### config.mk
export PLATFORM = sky130hd
export DESIGN_NAME = plt_latch_trip
export DESIGN_NICKNAME = d
export VERILOG_FILES = /design/src/hdl/plt_pkg.sv /design/src/hdl/plt_latch_trip.sv
export SDC_FILE = /design/constraint.sdc
export NUM_CORES = 1
export LEC_CHECK = 0
export BUFFER_PORTS_ARGS = -buffer_cell sky130_fd_sc_hd__buf_2
export CAP_MARGIN = 30
export CORE_AREA = 4 4 147 149
export DETAILED_ROUTE_END_ITERATION = 6
export DIE_AREA = 0 0 151 153
export GPL_ROUTABILITY_DRIVEN = 0
export HOLD_SLACK_MARGIN = 0.08
export PLACE_DENSITY = 0.89
export SLEW_MARGIN = 20
export SYNTH_ARGS = -nofsm -noshare
export SYNTH_HDL_FRONTEND = slang
export SYNTH_SLANG_ARGS = --single-unit
export TNS_END_PERCENT = 100
### constraint.sdc
create_clock -name hclk -period 12.3 [get_ports hclk]
set_input_delay 2.46 -clock hclk [delete_from_list [all_inputs] [get_ports hclk]]
set_output_delay 2.46 -clock hclk [all_outputs]
set_load 0.05 [all_outputs]
### src/hdl/plt_pkg.sv
/*
  Shared constants and types of the position latch and trippoint block.
  Assumes a 32-bit AHB-Lite register bus and one 25 MHz controller clock.
*/
package plt_pkg;

  // Byte offsets of the registers
  localparam logic [7:0] ADDR_ARM = 8'h00;
  localparam logic [7:0] ADDR_CFG = 8'h04;
  localparam logic [7:0] ADDR_STATUS = 8'h08;
  localparam logic [7:0] ADDR_CAPTURED = 8'h0C;
  localparam logic [7:0] ADDR_WAIT_IN = 8'h10;
  localparam logic [7:0] ADDR_WAIT_MV = 8'h14;
  localparam logic [7:0] ADDR_INT_STAT = 8'h18;
  localparam logic [7:0] ADDR_INT_CLR = 8'h1C;
  localparam logic [7:0] ADDR_INT_EN = 8'h20;
  localparam logic [7:0] ADDR_MAIN_COUNT = 8'h24;
  localparam logic [7:0] ADDR_AUX_COUNT = 8'h28;

  // Arm command fields
  localparam int ARM_BIT = 0;
  localparam int ARM_AUX_BIT = 1;
  localparam int ARM_INDEX_BIT = 2;
  // Configuration fields
  localparam int CFG_INVERT_BIT = 0;
  // Input wait fields
  localparam int WIN_NUM_LSB = 0;
  localparam int WIN_NUM_W = 7;
  localparam int WIN_LOW_BIT = 7;
  // Move wait fields
  localparam int WMV_AXIS_BIT = 0;
  localparam int WMV_VECTOR_BIT = 1;
  // Interrupt event bits
  localparam int EVT_W = 3;
  localparam int EVT_CAPTURE = 0;
  localparam int EVT_INPUT = 1;
  localparam int EVT_MOVE = 2;

  // Condition source numbers
  localparam logic [6:0] SRC_GEN_FIRST = 7'h01;
  localparam logic [6:0] SRC_GEN_LAST = 7'h08;
  localparam logic [6:0] SRC_AUX_A = 7'h51;
  localparam logic [6:0] SRC_AUX_B = 7'h52;

  // Synchronised input vector layout
  localparam int GEN_W = 8;
  localparam int SYNC_W = 13;
  localparam int IDX_ENC_BASE = 8;
  localparam int IDX_INDEX = 12;
  localparam int LATCH_INPUT = 0;

  localparam int CNT_W = 32;
  localparam logic [31:0] RESET_WORD = 32'h0000_0000;

  typedef struct packed {
    logic a;
    logic b;
  } plt_enc_t;

  typedef struct packed {
    logic valid;
    logic write;
    logic [7:0] addr;
  } plt_dphase_t;

endpackage

### src/hdl/plt_latch_trip.sv
/*
  Position latch with arm, capture and readback, two quadrature counters,
  input-level and move-complete trippoints, AHB-Lite register slave and
  one level interrupt. Assumes a single AHB-Lite master, the profiler flags
  on the same clock, and encoder and input pins asynchronous to hclk.
*/
`timescale 1ns/1ns
`default_nettype none

module plt_latch_trip (
  input wire logic hclk,
  input wire logic hresetn,
  input wire logic hsel,
  input wire logic [31:0] haddr,
  input wire logic [1:0] htrans,
  input wire logic hwrite,
  input wire logic [2:0] hsize,
  input wire logic [31:0] hwdata,
  input wire logic hready,
  output logic hreadyout,
  output logic [31:0] hrdata,
  output logic hresp,
  input wire logic [7:0] gen_in,
  input wire plt_pkg::plt_enc_t enc_main,
  input wire plt_pkg::plt_enc_t enc_aux,
  input wire logic enc_index,
  input wire logic prof_axis_active,
  input wire logic prof_vector_active,
  output logic irq,
  output logic exec_stall
);

  logic [plt_pkg::SYNC_W-1:0] raw;
  logic [plt_pkg::SYNC_W-1:0] s1_ff;
  logic [plt_pkg::SYNC_W-1:0] s2_ff;
  logic [plt_pkg::SYNC_W-1:0] s3_ff;
  logic [plt_pkg::SYNC_W-1:0] filt_ff;
  logic [plt_pkg::SYNC_W-1:0] prev_ff;
  logic [plt_pkg::CNT_W-1:0] count_ff [2];
  plt_pkg::plt_dphase_t dp_ff;
  logic take;
  logic wr_en;
  logic armed_ff;
  logic src_aux_ff;
  logic index_mode_ff;
  logic invert_ff;
  logic [plt_pkg::CNT_W-1:0] capt_ff;
  logic arm_wr;
  logic trig_dig;
  logic trig;
  logic cap_evt;
  logic [plt_pkg::CNT_W-1:0] sel_count;
  logic in_wait_ff;
  logic [6:0] in_num_ff;
  logic in_low_ff;
  logic in_level;
  logic in_met;
  logic in_num_ok;
  logic [6:0] wr_num;
  logic mv_wait_ff;
  logic [1:0] mv_mask_ff;
  logic mv_done;
  logic [plt_pkg::EVT_W-1:0] evt;
  logic [plt_pkg::EVT_W-1:0] int_stat_ff;
  logic [plt_pkg::EVT_W-1:0] int_en_ff;
  logic [plt_pkg::EVT_W-1:0] nxt_int_stat;
  logic [31:0] rd_mux;
  logic [31:0] hrdata_ff;
  logic irq_ff;
  logic stall_ff;

  assign raw = {enc_index, enc_aux.b, enc_aux.a, enc_main.b, enc_main.a, gen_in};

  // Three-stage synchroniser, value accepted when stages two and three agree
  for (genvar i = 0; i < plt_pkg::SYNC_W; i++) begin : g_sync
    always_ff @(posedge hclk or negedge hresetn) begin
      if (!hresetn) begin
        s1_ff[i] <= 1'b1;
        s2_ff[i] <= 1'b1;
        s3_ff[i] <= 1'b1;
        filt_ff[i] <= 1'b1;
        prev_ff[i] <= 1'b1;
      end else begin
        s1_ff[i] <= raw[i];
        s2_ff[i] <= s1_ff[i];
        s3_ff[i] <= s2_ff[i];
        if (s2_ff[i] == s3_ff[i]) begin
          filt_ff[i] <= s3_ff[i];
        end
        prev_ff[i] <= filt_ff[i];
      end
    end
  end

  // Quadrature x4 counters: 0 main, 1 aux; counts up when A leads B
  for (genvar e = 0; e < 2; e++) begin : g_quad
    localparam int IA = plt_pkg::IDX_ENC_BASE + 2 * e;
    localparam int IB = IA + 1;
    always_ff @(posedge hclk or negedge hresetn) begin
      if (!hresetn) begin
        count_ff[e] <= plt_pkg::RESET_WORD;
      end else if ((filt_ff[IA] ^ prev_ff[IA]) ^ (filt_ff[IB] ^ prev_ff[IB])) begin
        if (prev_ff[IA] ^ filt_ff[IB]) begin
          count_ff[e] <= count_ff[e] - 32'h0000_0001;
        end else begin
          count_ff[e] <= count_ff[e] + 32'h0000_0001;
        end
      end
    end
  end

  // AHB-Lite slave: zero wait states, always OKAY
  assign take = hsel && hready && htrans[1];
  assign wr_en = dp_ff.valid && dp_ff.write;

  always_ff @(posedge hclk or negedge hresetn) begin
    if (!hresetn) begin
      dp_ff <= '0;
    end else if (hready) begin
      dp_ff.valid <= take;
      dp_ff.write <= hwrite;
      dp_ff.addr <= haddr[7:0];
    end
  end

  always_comb begin
    rd_mux = plt_pkg::RESET_WORD;
    unique case (haddr[7:0])
      plt_pkg::ADDR_CFG: rd_mux[plt_pkg::CFG_INVERT_BIT] = invert_ff;
      plt_pkg::ADDR_STATUS: rd_mux[6:0] = {index_mode_ff, src_aux_ff, mv_wait_ff, in_wait_ff,
        prof_vector_active, prof_axis_active, armed_ff};
      plt_pkg::ADDR_CAPTURED: rd_mux = capt_ff;
      plt_pkg::ADDR_WAIT_IN: rd_mux[7:0] = {in_low_ff, in_num_ff};
      plt_pkg::ADDR_WAIT_MV: rd_mux[1:0] = mv_mask_ff;
      plt_pkg::ADDR_INT_STAT: rd_mux[plt_pkg::EVT_W-1:0] = int_stat_ff;
      plt_pkg::ADDR_INT_EN: rd_mux[plt_pkg::EVT_W-1:0] = int_en_ff;
      plt_pkg::ADDR_MAIN_COUNT: rd_mux = count_ff[0];
      plt_pkg::ADDR_AUX_COUNT: rd_mux = count_ff[1];
      default: rd_mux = plt_pkg::RESET_WORD;
    endcase
  end

  always_ff @(posedge hclk or negedge hresetn) begin
    if (!hresetn) begin
      hrdata_ff <= plt_pkg::RESET_WORD;
    end else if (take && !hwrite) begin
      hrdata_ff <= rd_mux;
    end
  end

  always_ff @(posedge hclk or negedge hresetn) begin
    if (!hresetn) begin
      invert_ff <= 1'b0;
      int_en_ff <= '0;
    end else if (wr_en) begin
      if (dp_ff.addr == plt_pkg::ADDR_CFG) begin
        invert_ff <= hwdata[plt_pkg::CFG_INVERT_BIT];
      end
      if (dp_ff.addr == plt_pkg::ADDR_INT_EN) begin
        int_en_ff <= hwdata[plt_pkg::EVT_W-1:0];
      end
    end
  end

  // Latch arm and capture
  assign arm_wr = wr_en && (dp_ff.addr == plt_pkg::ADDR_ARM) && hwdata[plt_pkg::ARM_BIT];
  assign trig_dig = invert_ff ?
    (filt_ff[plt_pkg::LATCH_INPUT] && !prev_ff[plt_pkg::LATCH_INPUT]) :
    (!filt_ff[plt_pkg::LATCH_INPUT] && prev_ff[plt_pkg::LATCH_INPUT]);
  assign trig = index_mode_ff ?
    (filt_ff[plt_pkg::IDX_INDEX] && !prev_ff[plt_pkg::IDX_INDEX]) : trig_dig;
  assign cap_evt = armed_ff && trig && !arm_wr;
  assign sel_count = src_aux_ff ? count_ff[1] : count_ff[0];

  always_ff @(posedge hclk or negedge hresetn) begin
    if (!hresetn) begin
      armed_ff <= 1'b0;
      src_aux_ff <= 1'b0;
      index_mode_ff <= 1'b0;
    end else if (arm_wr) begin
      armed_ff <= 1'b1;
      index_mode_ff <= hwdata[plt_pkg::ARM_INDEX_BIT];
      src_aux_ff <= hwdata[plt_pkg::ARM_AUX_BIT] && !hwdata[plt_pkg::ARM_INDEX_BIT];
    end else if (cap_evt) begin
      armed_ff <= 1'b0;
    end
  end

  always_ff @(posedge hclk or negedge hresetn) begin
    if (!hresetn) begin
      capt_ff <= plt_pkg::RESET_WORD;
    end else if (cap_evt) begin
      capt_ff <= sel_count;
    end
  end

  // Input trippoint, local pins only
  assign wr_num = hwdata[plt_pkg::WIN_NUM_LSB +: plt_pkg::WIN_NUM_W];
  assign in_num_ok = ((wr_num >= plt_pkg::SRC_GEN_FIRST) && (wr_num <= plt_pkg::SRC_GEN_LAST))
    || (wr_num == plt_pkg::SRC_AUX_A) || (wr_num == plt_pkg::SRC_AUX_B);

  always_comb begin
    in_level = 1'b0;
    if (in_num_ff == plt_pkg::SRC_AUX_A) begin
      in_level = filt_ff[plt_pkg::IDX_ENC_BASE + 2];
    end else if (in_num_ff == plt_pkg::SRC_AUX_B) begin
      in_level = filt_ff[plt_pkg::IDX_ENC_BASE + 3];
    end else begin
      in_level = filt_ff[3'(in_num_ff - 7'h01)];
    end
  end

  assign in_met = in_wait_ff && (in_level == !in_low_ff);

  always_ff @(posedge hclk or negedge hresetn) begin
    if (!hresetn) begin
      in_wait_ff <= 1'b0;
      in_num_ff <= plt_pkg::SRC_GEN_FIRST;
      in_low_ff <= 1'b0;
    end else if (wr_en && (dp_ff.addr == plt_pkg::ADDR_WAIT_IN) && in_num_ok) begin
      in_wait_ff <= 1'b1;
      in_num_ff <= wr_num;
      in_low_ff <= hwdata[plt_pkg::WIN_LOW_BIT];
    end else if (in_met) begin
      in_wait_ff <= 1'b0;
    end
  end

  // Move-complete trippoint, from profiler flags only
  assign mv_done = !((mv_mask_ff[plt_pkg::WMV_AXIS_BIT] && prof_axis_active) ||
    (mv_mask_ff[plt_pkg::WMV_VECTOR_BIT] && prof_vector_active));

  always_ff @(posedge hclk or negedge hresetn) begin
    if (!hresetn) begin
      mv_wait_ff <= 1'b0;
      mv_mask_ff <= 2'h0;
    end else if (wr_en && (dp_ff.addr == plt_pkg::ADDR_WAIT_MV) && (hwdata[1:0] != 2'h0)) begin
      mv_wait_ff <= 1'b1;
      mv_mask_ff <= hwdata[1:0];
    end else if (mv_wait_ff && mv_done) begin
      mv_wait_ff <= 1'b0;
    end
  end

  // Interrupts: set wins over clear
  always_comb begin
    evt = '0;
    evt[plt_pkg::EVT_CAPTURE] = cap_evt;
    evt[plt_pkg::EVT_INPUT] = in_met;
    evt[plt_pkg::EVT_MOVE] = mv_wait_ff && mv_done;
    nxt_int_stat = int_stat_ff;
    if (wr_en && (dp_ff.addr == plt_pkg::ADDR_INT_CLR)) begin
      nxt_int_stat = int_stat_ff & ~hwdata[plt_pkg::EVT_W-1:0];
    end
    nxt_int_stat = nxt_int_stat | evt;
  end

  always_ff @(posedge hclk or negedge hresetn) begin
    if (!hresetn) begin
      int_stat_ff <= '0;
      irq_ff <= 1'b0;
      stall_ff <= 1'b0;
    end else begin
      int_stat_ff <= nxt_int_stat;
      irq_ff <= |(int_stat_ff & int_en_ff);
      stall_ff <= in_wait_ff || mv_wait_ff;
    end
  end

  assign hreadyout = 1'b1;
  assign hresp = 1'b0;
  assign hrdata = hrdata_ff;
  assign irq = irq_ff;
  assign exec_stall = stall_ff;
endmodule // plt_latch_trip

`default_nettype wire

==> flow_summary.ini, run 1 <==
[finish]
fin_cells = 1563
fin_nets = 1436
multi_input_area_sq_mm = 0.006085
fillers = 1420
diodes = 0
syn2layout_area_growth_pct = 12.76
fin_util_pct = 66.94
final_cell_area_sq_mm = 0.01350
regArea_sq_mm = 0.005580
drive_gt1_share_pct = 17.17

[die]
fp.dieW_um = 151
initial_core_util_pct = 59.37
die_h_um = 153
std_cell_rows = 52
io_pins = 125
core_sq_mm = 0.02017
floorplan.die_area_sq_mm = 0.02310

[worst_setup_path]
path_max_fanout = 30
crit_chain = buf_2, or4b_1, nor3_2, buf_4, nor3_1, or2_2, o21ai_0
end_kind = flip-flop
arrival_ps = 4750
worstSetupStartpointType = input port
r2r_slack_ps = 8370
critPathMaxStageDelay_ps = 710
crit_slowest_cell = or4b_1
required_ps = 12730
crit_type = input port to flip-flop

[yosys]
synth_area_leaders = dfrtp_1 34%, dfstp_2 13%, ha_1 7.2%
ys.flop_type = dfrtp_1
yosysTopAreaCellShare_pct = 33.65
ys_seq_area_share_pct = 46.59
syn_area_sq_mm = 0.01197
syn_inst = 1222
synthTopCellsByCount = 162 x nand2_1, 161 x dfrtp_1, 108 x o21ai_0
syn_area_per_cell_sq_um = 9.799
synth_cell_types = 73
ys_seq_elements = 220
synth_top_area_cell = dfrtp_1
synth-async-reset-ratio_pct = 100.0
synth_edf_count = 0
syn_nets = 1382
yosysMostFrequentCell = nand2_1
ys.warnings.count = 0

[global_routing]
first_global_vias = 9703
grt_usage_pct = 25.54
antenna_found_initial = 0
grt_pass1_wl_mm = 48.48
gr-total-overflow = 0
grt_max_degree = 150

[timing]
hold_violations = 0
fin_setup_tns_ps = 0
slew-limit-headroom_pct = 38.60
rsz0062_at_grt = false
setup_ws_ps = 7982
whs_ps = 348.8
finalMaxSlewViolations = 0
max_clock_freq_ghz = 0.2316
fin_crit_sh_pct = 35.11
clock-skew-final_ps = 12.56
fin_crit_ps = 4318
worst_pin_slew_ps = 913.9
setup_viol = 0

[clocking]
clock_path_buffers = 3
clk_latency_ps = 530
cts_hold_buf = 0
clk_pin_slew_ps = 70
cts_buffers = 24
htree_levels = 1
cts_tree = yes
cts_post_setup_buffers_inserted = 0
clock-sinks = 220
ctsResizeCount = 0
clockRootBuffer = clkbuf_16

[power]
p_per_area_mw_per_mm2 = 254.6
power_mw = 3.438
p_leak_nw = 5.967
peakVddDrop_v = 0.0001136

[place]
port_buffers = 70
placed_area_sq_mm = 0.01258
hpwl_mm = 19.07
placedCellCount = 1518
pre_cts_ws_ps = 7512

[routing]
dr.first_iter.drc_count = 1131
wl_per_cell_um = 18.92
drt_pass1_iterations = 6
vias_per_cell = 6.292
drtAntennaViolNets = 0
routed_wl_mm = 29.58
route.vias.total = 9835
drc = 0

[min_path]
hp-class = flip-flop to flip-flop

[run]
maxCapViolCount = 0

[run_status]
outcome = finished clean
## cells by family after synthesis
family / after synthesis / synth area share (%)
flip-flops: 220 / 46.59
XOR/XNOR: 60 / 4.389
buffers and inverters: 88 / 2.863
AO/OA/AOI/OAI: 358 / 19.15
multiplexers: 61 / 5.517
AND/OR/NAND/NOR: 349 / 12.79
other: 2 / 0.06272
adder cells (fa/ha/maj): 84 / 8.631
## final timing paths
kind / start / endpoint / depth (start not counted)
max: haddr[4] / hrdata[14] / 7
min: s1_ff[3] / s2_ff[3] / 0
max reg2reg: filt_ff[11] / count_ff[24] / 11
min reg2reg: s1_ff[3] / s2_ff[3] / 0
max in group asynchronous: hresetn / src_aux_ff / 2
min in group asynchronous: hresetn / dp_ff[8] / 1
## per-layer routing
layer  vias to the layer above  global-route usage (%)  part of all wire [%]
met5                         -                       0                     0
met4                         0                   8.851                   3.3
met3                        96                   4.264                   8.5
met2                       494                   42.49                    48
met1                      4724                   33.88                    40
li1                       4521                       -                     -
## cell type report
| cell class | instances | area share, % |
|---|---|---|
| tap | 270 | 2.502 |
| clock buffer | 32 | 5.356 |
| timing repair buffer | 82 | 3.725 |
| clock inverter | 11 | 1.075 |
| sequential | 220 | 41.33 |
| multi-input combinational | 914 | 45.07 |
| inverter | 34 | 0.9452 |
## power breakdown
part,leakage (nW),switching (mW),internal (mW)
registers,2.62,0.213,0.917
clock network,0.435,0.298,0.477
logic,2.91,0.892,0.641
total,5.97,1.40,2.03
## placed cells by master (no fill, tap or decap), types with 9 or more instances in the layout
| cell type | Yosys | routed |
|---|---|---|
| dfrtp_1 | 161 | 160 |
| nor2_1 | 97 | 96 |
| nand2_1 | 162 | 162 |
| a222oi_1 | 25 | 25 |
| ha_1 | 69 | 69 |
| xor2_1 | 29 | 27 |
| a21oi_1 | 101 | 101 |
| xnor2_1 | 31 | 31 |
| a31oi_1 | 10 | 10 |
| mux2i_1 | 39 | 39 |
| nand4_1 | 10 | 10 |
| clkbuf_16 | 0 | 26 |
| a21o_1 | 26 | 26 |
| buf_4 | 2 | 9 |
| o211ai_1 | 9 | 9 |
| o21ai_0 | 108 | 108 |
| mux2_2 | 20 | 20 |
| inv_1 | 34 | 34 |
| a22oi_1 | 11 | 11 |
| nor3_1 | 18 | 16 |
| dfstp_2 | 59 | 59 |
| buf_2 | 4 | 69 |
| maj3_1 | 13 | 13 |
## critical path, delay by kind of cell
family,cells,cell delay [ps]
compound gates,1,250
buf+inv,2,570
simple gates,4,1450
## flip-flops by register name (all words and copies together) (netlist names)
name	flops
irq	1
exec_stall	1
mv_mask_ff	2
in_low_ff	1
invert_ff	1
capt_ff	32
s2_ff	13
armed_ff	1
s3_ff	13
hrdata	32
in_wait_ff	1
mv_wait_ff	1
filt_ff	13
int_en_ff	3
count_ff	64
in_num_ff	7
dp_ff	10
int_stat_ff	3
prev_ff	6
index_mode_ff	1
s1_ff	13
src_aux_ff	1
Power figures use the tool's default switching activity.
==> run 2, diff against run 1 <==
CORE_AREA = 4 4 154 156   (was 4 4 147 149)
DIE_AREA = 0 0 158 160   (was 0 0 151 153)
PLACE_DENSITY = 0.86   (was 0.89)
clock period = 3.91 ns   (was 12.3 ns; I/O delays follow)
==> flow_summary.ini, run 2 (synthesized netlist as in run 1, its figures left out) <==
[run_status]
outcome = complete, but fails checks
violations = design-rule violations

[global_routing]
grt_max_degree = 88
first_global_vias = 9537
grt_usage_pct = 22.51
antenna_found_initial = 0
gr-total-overflow = 0
grt_pass1_wl_mm = 47.39

[power]
p_per_area_mw_per_mm2 = 781.8
p_sw_share_pct = 40.99
p_leak_nw = 5.930
p_comb_share_pct = 45.0
pwr-share-clk_pct = 21.2
peakVddDrop_v = 0.0004203
seqPwrFrac_pct = 33.7
p_switching_mw = 4.314
power.internal_mw = 6.211

[die]
io_pins = 125
core_sq_mm = 0.02237
floorplan.die_area_sq_mm = 0.02528
die_h_um = 160
fp.dieW_um = 158
std_cell_rows = 55
initial_core_util_pct = 53.54

[timing]
fin_setup_tns_ps = 0
fin_crit_ps = 3716
fin_crit_sh_pct = 95.04
rsz0062_at_grt = false
finalMaxSlewViolations = 0
worst_pin_slew_ps = 825.3
max_clock_freq_ghz = 0.2691
hold_violations = 0
whs_ps = 249.0
slew-limit-headroom_pct = 44.56
setup_viol = 0
clock-skew-final_ps = 20.92

[finish]
diodes = 0
largest_reg_flops = 64
drive_gt1_share_pct = 17.09
syn2layout_area_growth_pct = 12.43
final_common_cell = nand2_1
fillers = 1741
top_register = count_ff
final_cell_mix = 162 x nand2_1, 160 x dfrtp_1, 108 x o21ai_0, 101 x a21oi_1, 96 x nor2_1
fin_nets = 1441

[routing]
drt_pass1_iterations = 7
route.vias.total = 9721
wl_per_cell_um = 17.98
routed_wl_mm = 28.48
vias_per_cell = 6.137
drc = 3
drtAntennaViolNets = 0
dr.first_iter.drc_count = 981

[worst_setup_path]
rr_worst_depth = 11
critPathLaunch = filt_ff[11]
critPathMaxStageDelay_ps = 590
end_kind = flip-flop
path_max_fanout = 7
worstReg2RegEnd = count_ff[24]
crit_type = flip-flop to flip-flop
required_ps = 4320
cp_top_family = compound AO/OA/AOI/OAI gates
worstReg2RegStart = filt_ff[11]
crit_slowest_cell = dfstp_2
cp.depth = 11
r2r_slack_ps = 190
worst_path_most_repeated_cell = a21oi_1
cp_num_buf_inv = 1
arrival_ps = 4130
crit_chain = xor2_2, buf_4, ha_1, o211ai_1, a21oi_1, o41ai_1, nand4_1, a21oi_1, o21ai_0, a311o_1, o211a_1
worstSetupStartpointType = flip-flop

[clocking]
cts_tree = yes
clk_pin_slew_ps = 60
clock_path_buffers = 3
htree_levels = 1
cts_hold_buf = 0
ctsResizeCount = 0
clock-sinks = 220
clockRootBuffer = clkbuf_16
cts_post_setup_buffers_inserted = 0
clk_latency_ps = 540
cts_buffers = 24

[min_path]
hp-class = input port to async pin

[place]
port_buffers = 70
hpwl_mm = 19.59

[run]
maxCapViolCount = 0
-- run 2: routing by layer --
metal,share of wire [%],vias to the layer above,track usage (%)
met5,0,-,0
met4,2.2,0,6.747
met3,6.5,58,2.710
met2,49,388,37.02
met1,42,4749,31.44
li1,-,4526,-
-- run 2: power by group through the flow --
stage | Sequential (mW) | Combinational, mW | Clock [mW]
2_1_floorplan | 3.31 | 3.77 | 0
3_3_place_gp | 3.49 | 4.41 | 0
3_5_place_dp | 3.53 | 4.61 | 0
4_1_cts | 3.52 | 4.69 | 2.27
5_1_grt | 3.61 | 5.32 | 2.38
6_report | 3.55 | 4.74 | 2.24
-- run 2: stage by stage --
step / std cells / instance area (sq um) / worst slack (ps) / utilization [%] / total power [mW]
floorplan: 1222 / 11990 / 75.30 / - / 7.072
global placement: 1539 / 12640 / 334.3 / 56.53 / 7.900
detailed placement: 1539 / 12640 / 229.4 / 56.53 / 8.143
CTS: 1583 / 13440 / 186.6 / 60.07 / 10.48
global route: 1584 / 13460 / 10.78 / 60.20 / 11.31
finish: 1584 / 13460 / 194.1 / 60.20 / 10.53
-- run 2: worst max-delay path by stage --
stage / end
2_1_floorplan: count_ff[53]
3_3_place_gp: count_ff[56]
3_5_place_dp: count_ff[56]
4_1_cts: count_ff[56]
5_1_grt: count_ff[56]
6_report: count_ff[24]
-- run 2: cell type report --
| class | instances | area [sq um] | area share [%] |
|---|---|---|---|
| clock buffers | 35 | 693.2 | 5.149 |
| inverters | 34 | 127.6 | 0.9480 |
| clock inverters | 9 | 100.1 | 0.7435 |
| flip-flops and latches | 220 | 5580 | 41.45 |
| well taps | 285 | 356.6 | 2.649 |
| multi-input cells | 914 | 6085 | 45.20 |
| repair buffers | 87 | 520.5 | 3.866 |
==> run 3, diff against run 2 <==
BUFFER_PORTS_ARGS = not set   (was -buffer_cell sky130_fd_sc_hd__buf_2)
CORE_AREA = 4 4 149 151   (was 4 4 154 156)
DIE_AREA = 0 0 153 155   (was 0 0 158 160)
DONT_BUFFER_PORTS = 1   (was not set)
PLACE_DENSITY = 0.85   (was 0.86)
==> flow_summary.ini, run 3 (synthesized netlist as in run 1, its figures left out) <==
[die]
std_cell_rows = 53
floorplan.die_area_sq_mm = 0.02372
fp.dieW_um = 153
initial_core_util_pct = 57.51
io_pins = 125
die_h_um = 155
core_sq_mm = 0.02082

[finish]
fin_util_pct = 62.42
drive_gt1_share_pct = 11.48
fin_nets = 1366
syn2layout_area_growth_pct = 8.548
largest_reg_flops = 64
final_cell_mix = 162 x nand2_1, 160 x dfrtp_1, 108 x o21ai_0, 101 x a21oi_1, 96 x nor2_1
final_common_cell = nand2_1
diodes = 0
top_register = count_ff
final_cell_area_sq_mm = 0.01300
fillers = 1657

[clocking]
clock_path_buffers = 3
clock-sinks = 220
cts_buffers = 24
htree_levels = 1
clk_pin_slew_ps = 60
clk_latency_ps = 530
clockRootBuffer = clkbuf_16
cts_tree = yes

[routing]
routed_wl_mm = 28.00
drc = 14
wl_per_cell_um = 18.74
drtAntennaViolNets = 0
dr.first_iter.drc_count = 1034
route.vias.total = 9419
vias_per_cell = 6.305
drt_pass1_iterations = 7

[timing]
slew-limit-headroom_pct = 44.83
fin_setup_tns_ps = 0
fin_crit_ps = 3731
max_clock_freq_ghz = 0.2680
rsz0062_at_grt = false
finalMaxSlewViolations = 0
setup_viol = 0
hold_violations = 85
fin_crit_sh_pct = 95.42
worst_pin_slew_ps = 821.3
clock-skew-final_ps = 21.79
whs_ps = -48.37

[run_status]
violations = design-rule violations, negative hold slack
outcome = complete, but fails checks

[global_routing]
first_global_vias = 9062
grt_usage_pct = 22.99
grt_max_degree = 221
grt_pass1_wl_mm = 45.50
antenna_found_initial = 0
gr-total-overflow = 0

[power]
p_per_area_mw_per_mm2 = 798.4
p_leak_nw = 5.543
peakVddDrop_v = 0.0003507

[worst_setup_path]
arrival_ps = 4130
required_ps = 4310
crit_type = flip-flop to flip-flop
path_max_fanout = 7
worstSetupStartpointType = flip-flop
end_kind = flip-flop

[place]
hpwl_mm = 18.87
port_buffers = 0
placed_area_sq_mm = 0.01225

[min_path]
hp-class = input port to async pin

[run]
maxCapViolCount = 0
[run 3: changes by cell type in the layout (fill, tap and decap cells not counted), sizes merged]
cell      delta
clkinvlp     -1
clkinv       -5
bufinv       +1
buf         -75
[run 3: worst paths after layout]
kind	from	endpoint	depth (start not counted)	slack, ps
max	filt_ff[11]	count_ff[24]	10	180
min	hresetn	dp_ff[9]	0	-50
max reg2reg	filt_ff[11]	count_ff[24]	10	180
min reg2reg	s1_ff[9]	s2_ff[9]	0	340
max in group asynchronous	hresetn	s3_ff[8]	0	3630
min in group hclk	gen_in[0]	s1_ff[0]	0	250
[run 3: cell type report]
cell class,count,area [sq um],area share [%]
clock buffer,35,661.9,5.092
multi-input combinational,914,6085,46.81
tap,275,344.1,2.647
inverter,34,127.6,0.9819
clock inverter,4,83.83,0.6450
timing repair buffer,12,115.1,0.8856
sequential,220,5580,42.93
[run 3: metrics by stage]
stage / instances / setup slack, ps / power [mW]
detailed placement: 1455 / 356.1 / 8.080
global route: 1494 / 16.77 / 11.12
CTS: 1494 / 321.8 / 10.34
finish: 1494 / 179.2 / 10.38
floorplan: 1222 / 75.30 / 7.072
global placement: 1454 / 426.4 / 7.834
[run 3: routing by layer]
metal | up-vias | GRT usage [%] | share of wire (%)
met3 | 54 | 3.394 | 7.1
met4 | 0 | 5.812 | 2.1
li1 | 4385 | - | -
met2 | 351 | 39.47 | 48
met5 | - | 0 | 0
met1 | 4629 | 31.04 | 43
[run 3: power breakdown]
group	internal, mW	switching (mW)	total, mW
Combinational	2.01	2.64	4.65
Clock	1.30	0.883	2.18
Sequential	2.88	0.666	3.55
Total	6.19	4.19	10.4
[run 3: timing repair]
action / CTS / global route
buffers inserted: 0 / 0
endpoints found under the hold margin: 161 / 161
gates resized for setup: 0 / 0
[run 3: critical path: stages, from the launching register on]
cell,delay (ps)
dfstp_2,580
xor2_2,460
ha_1,390
o211ai_1,220
a21oi_1,90
o41ai_1,510
nand4_1,320
a21oi_1,320
o21ai_0,200
a311o_1,390
o211a_1,130
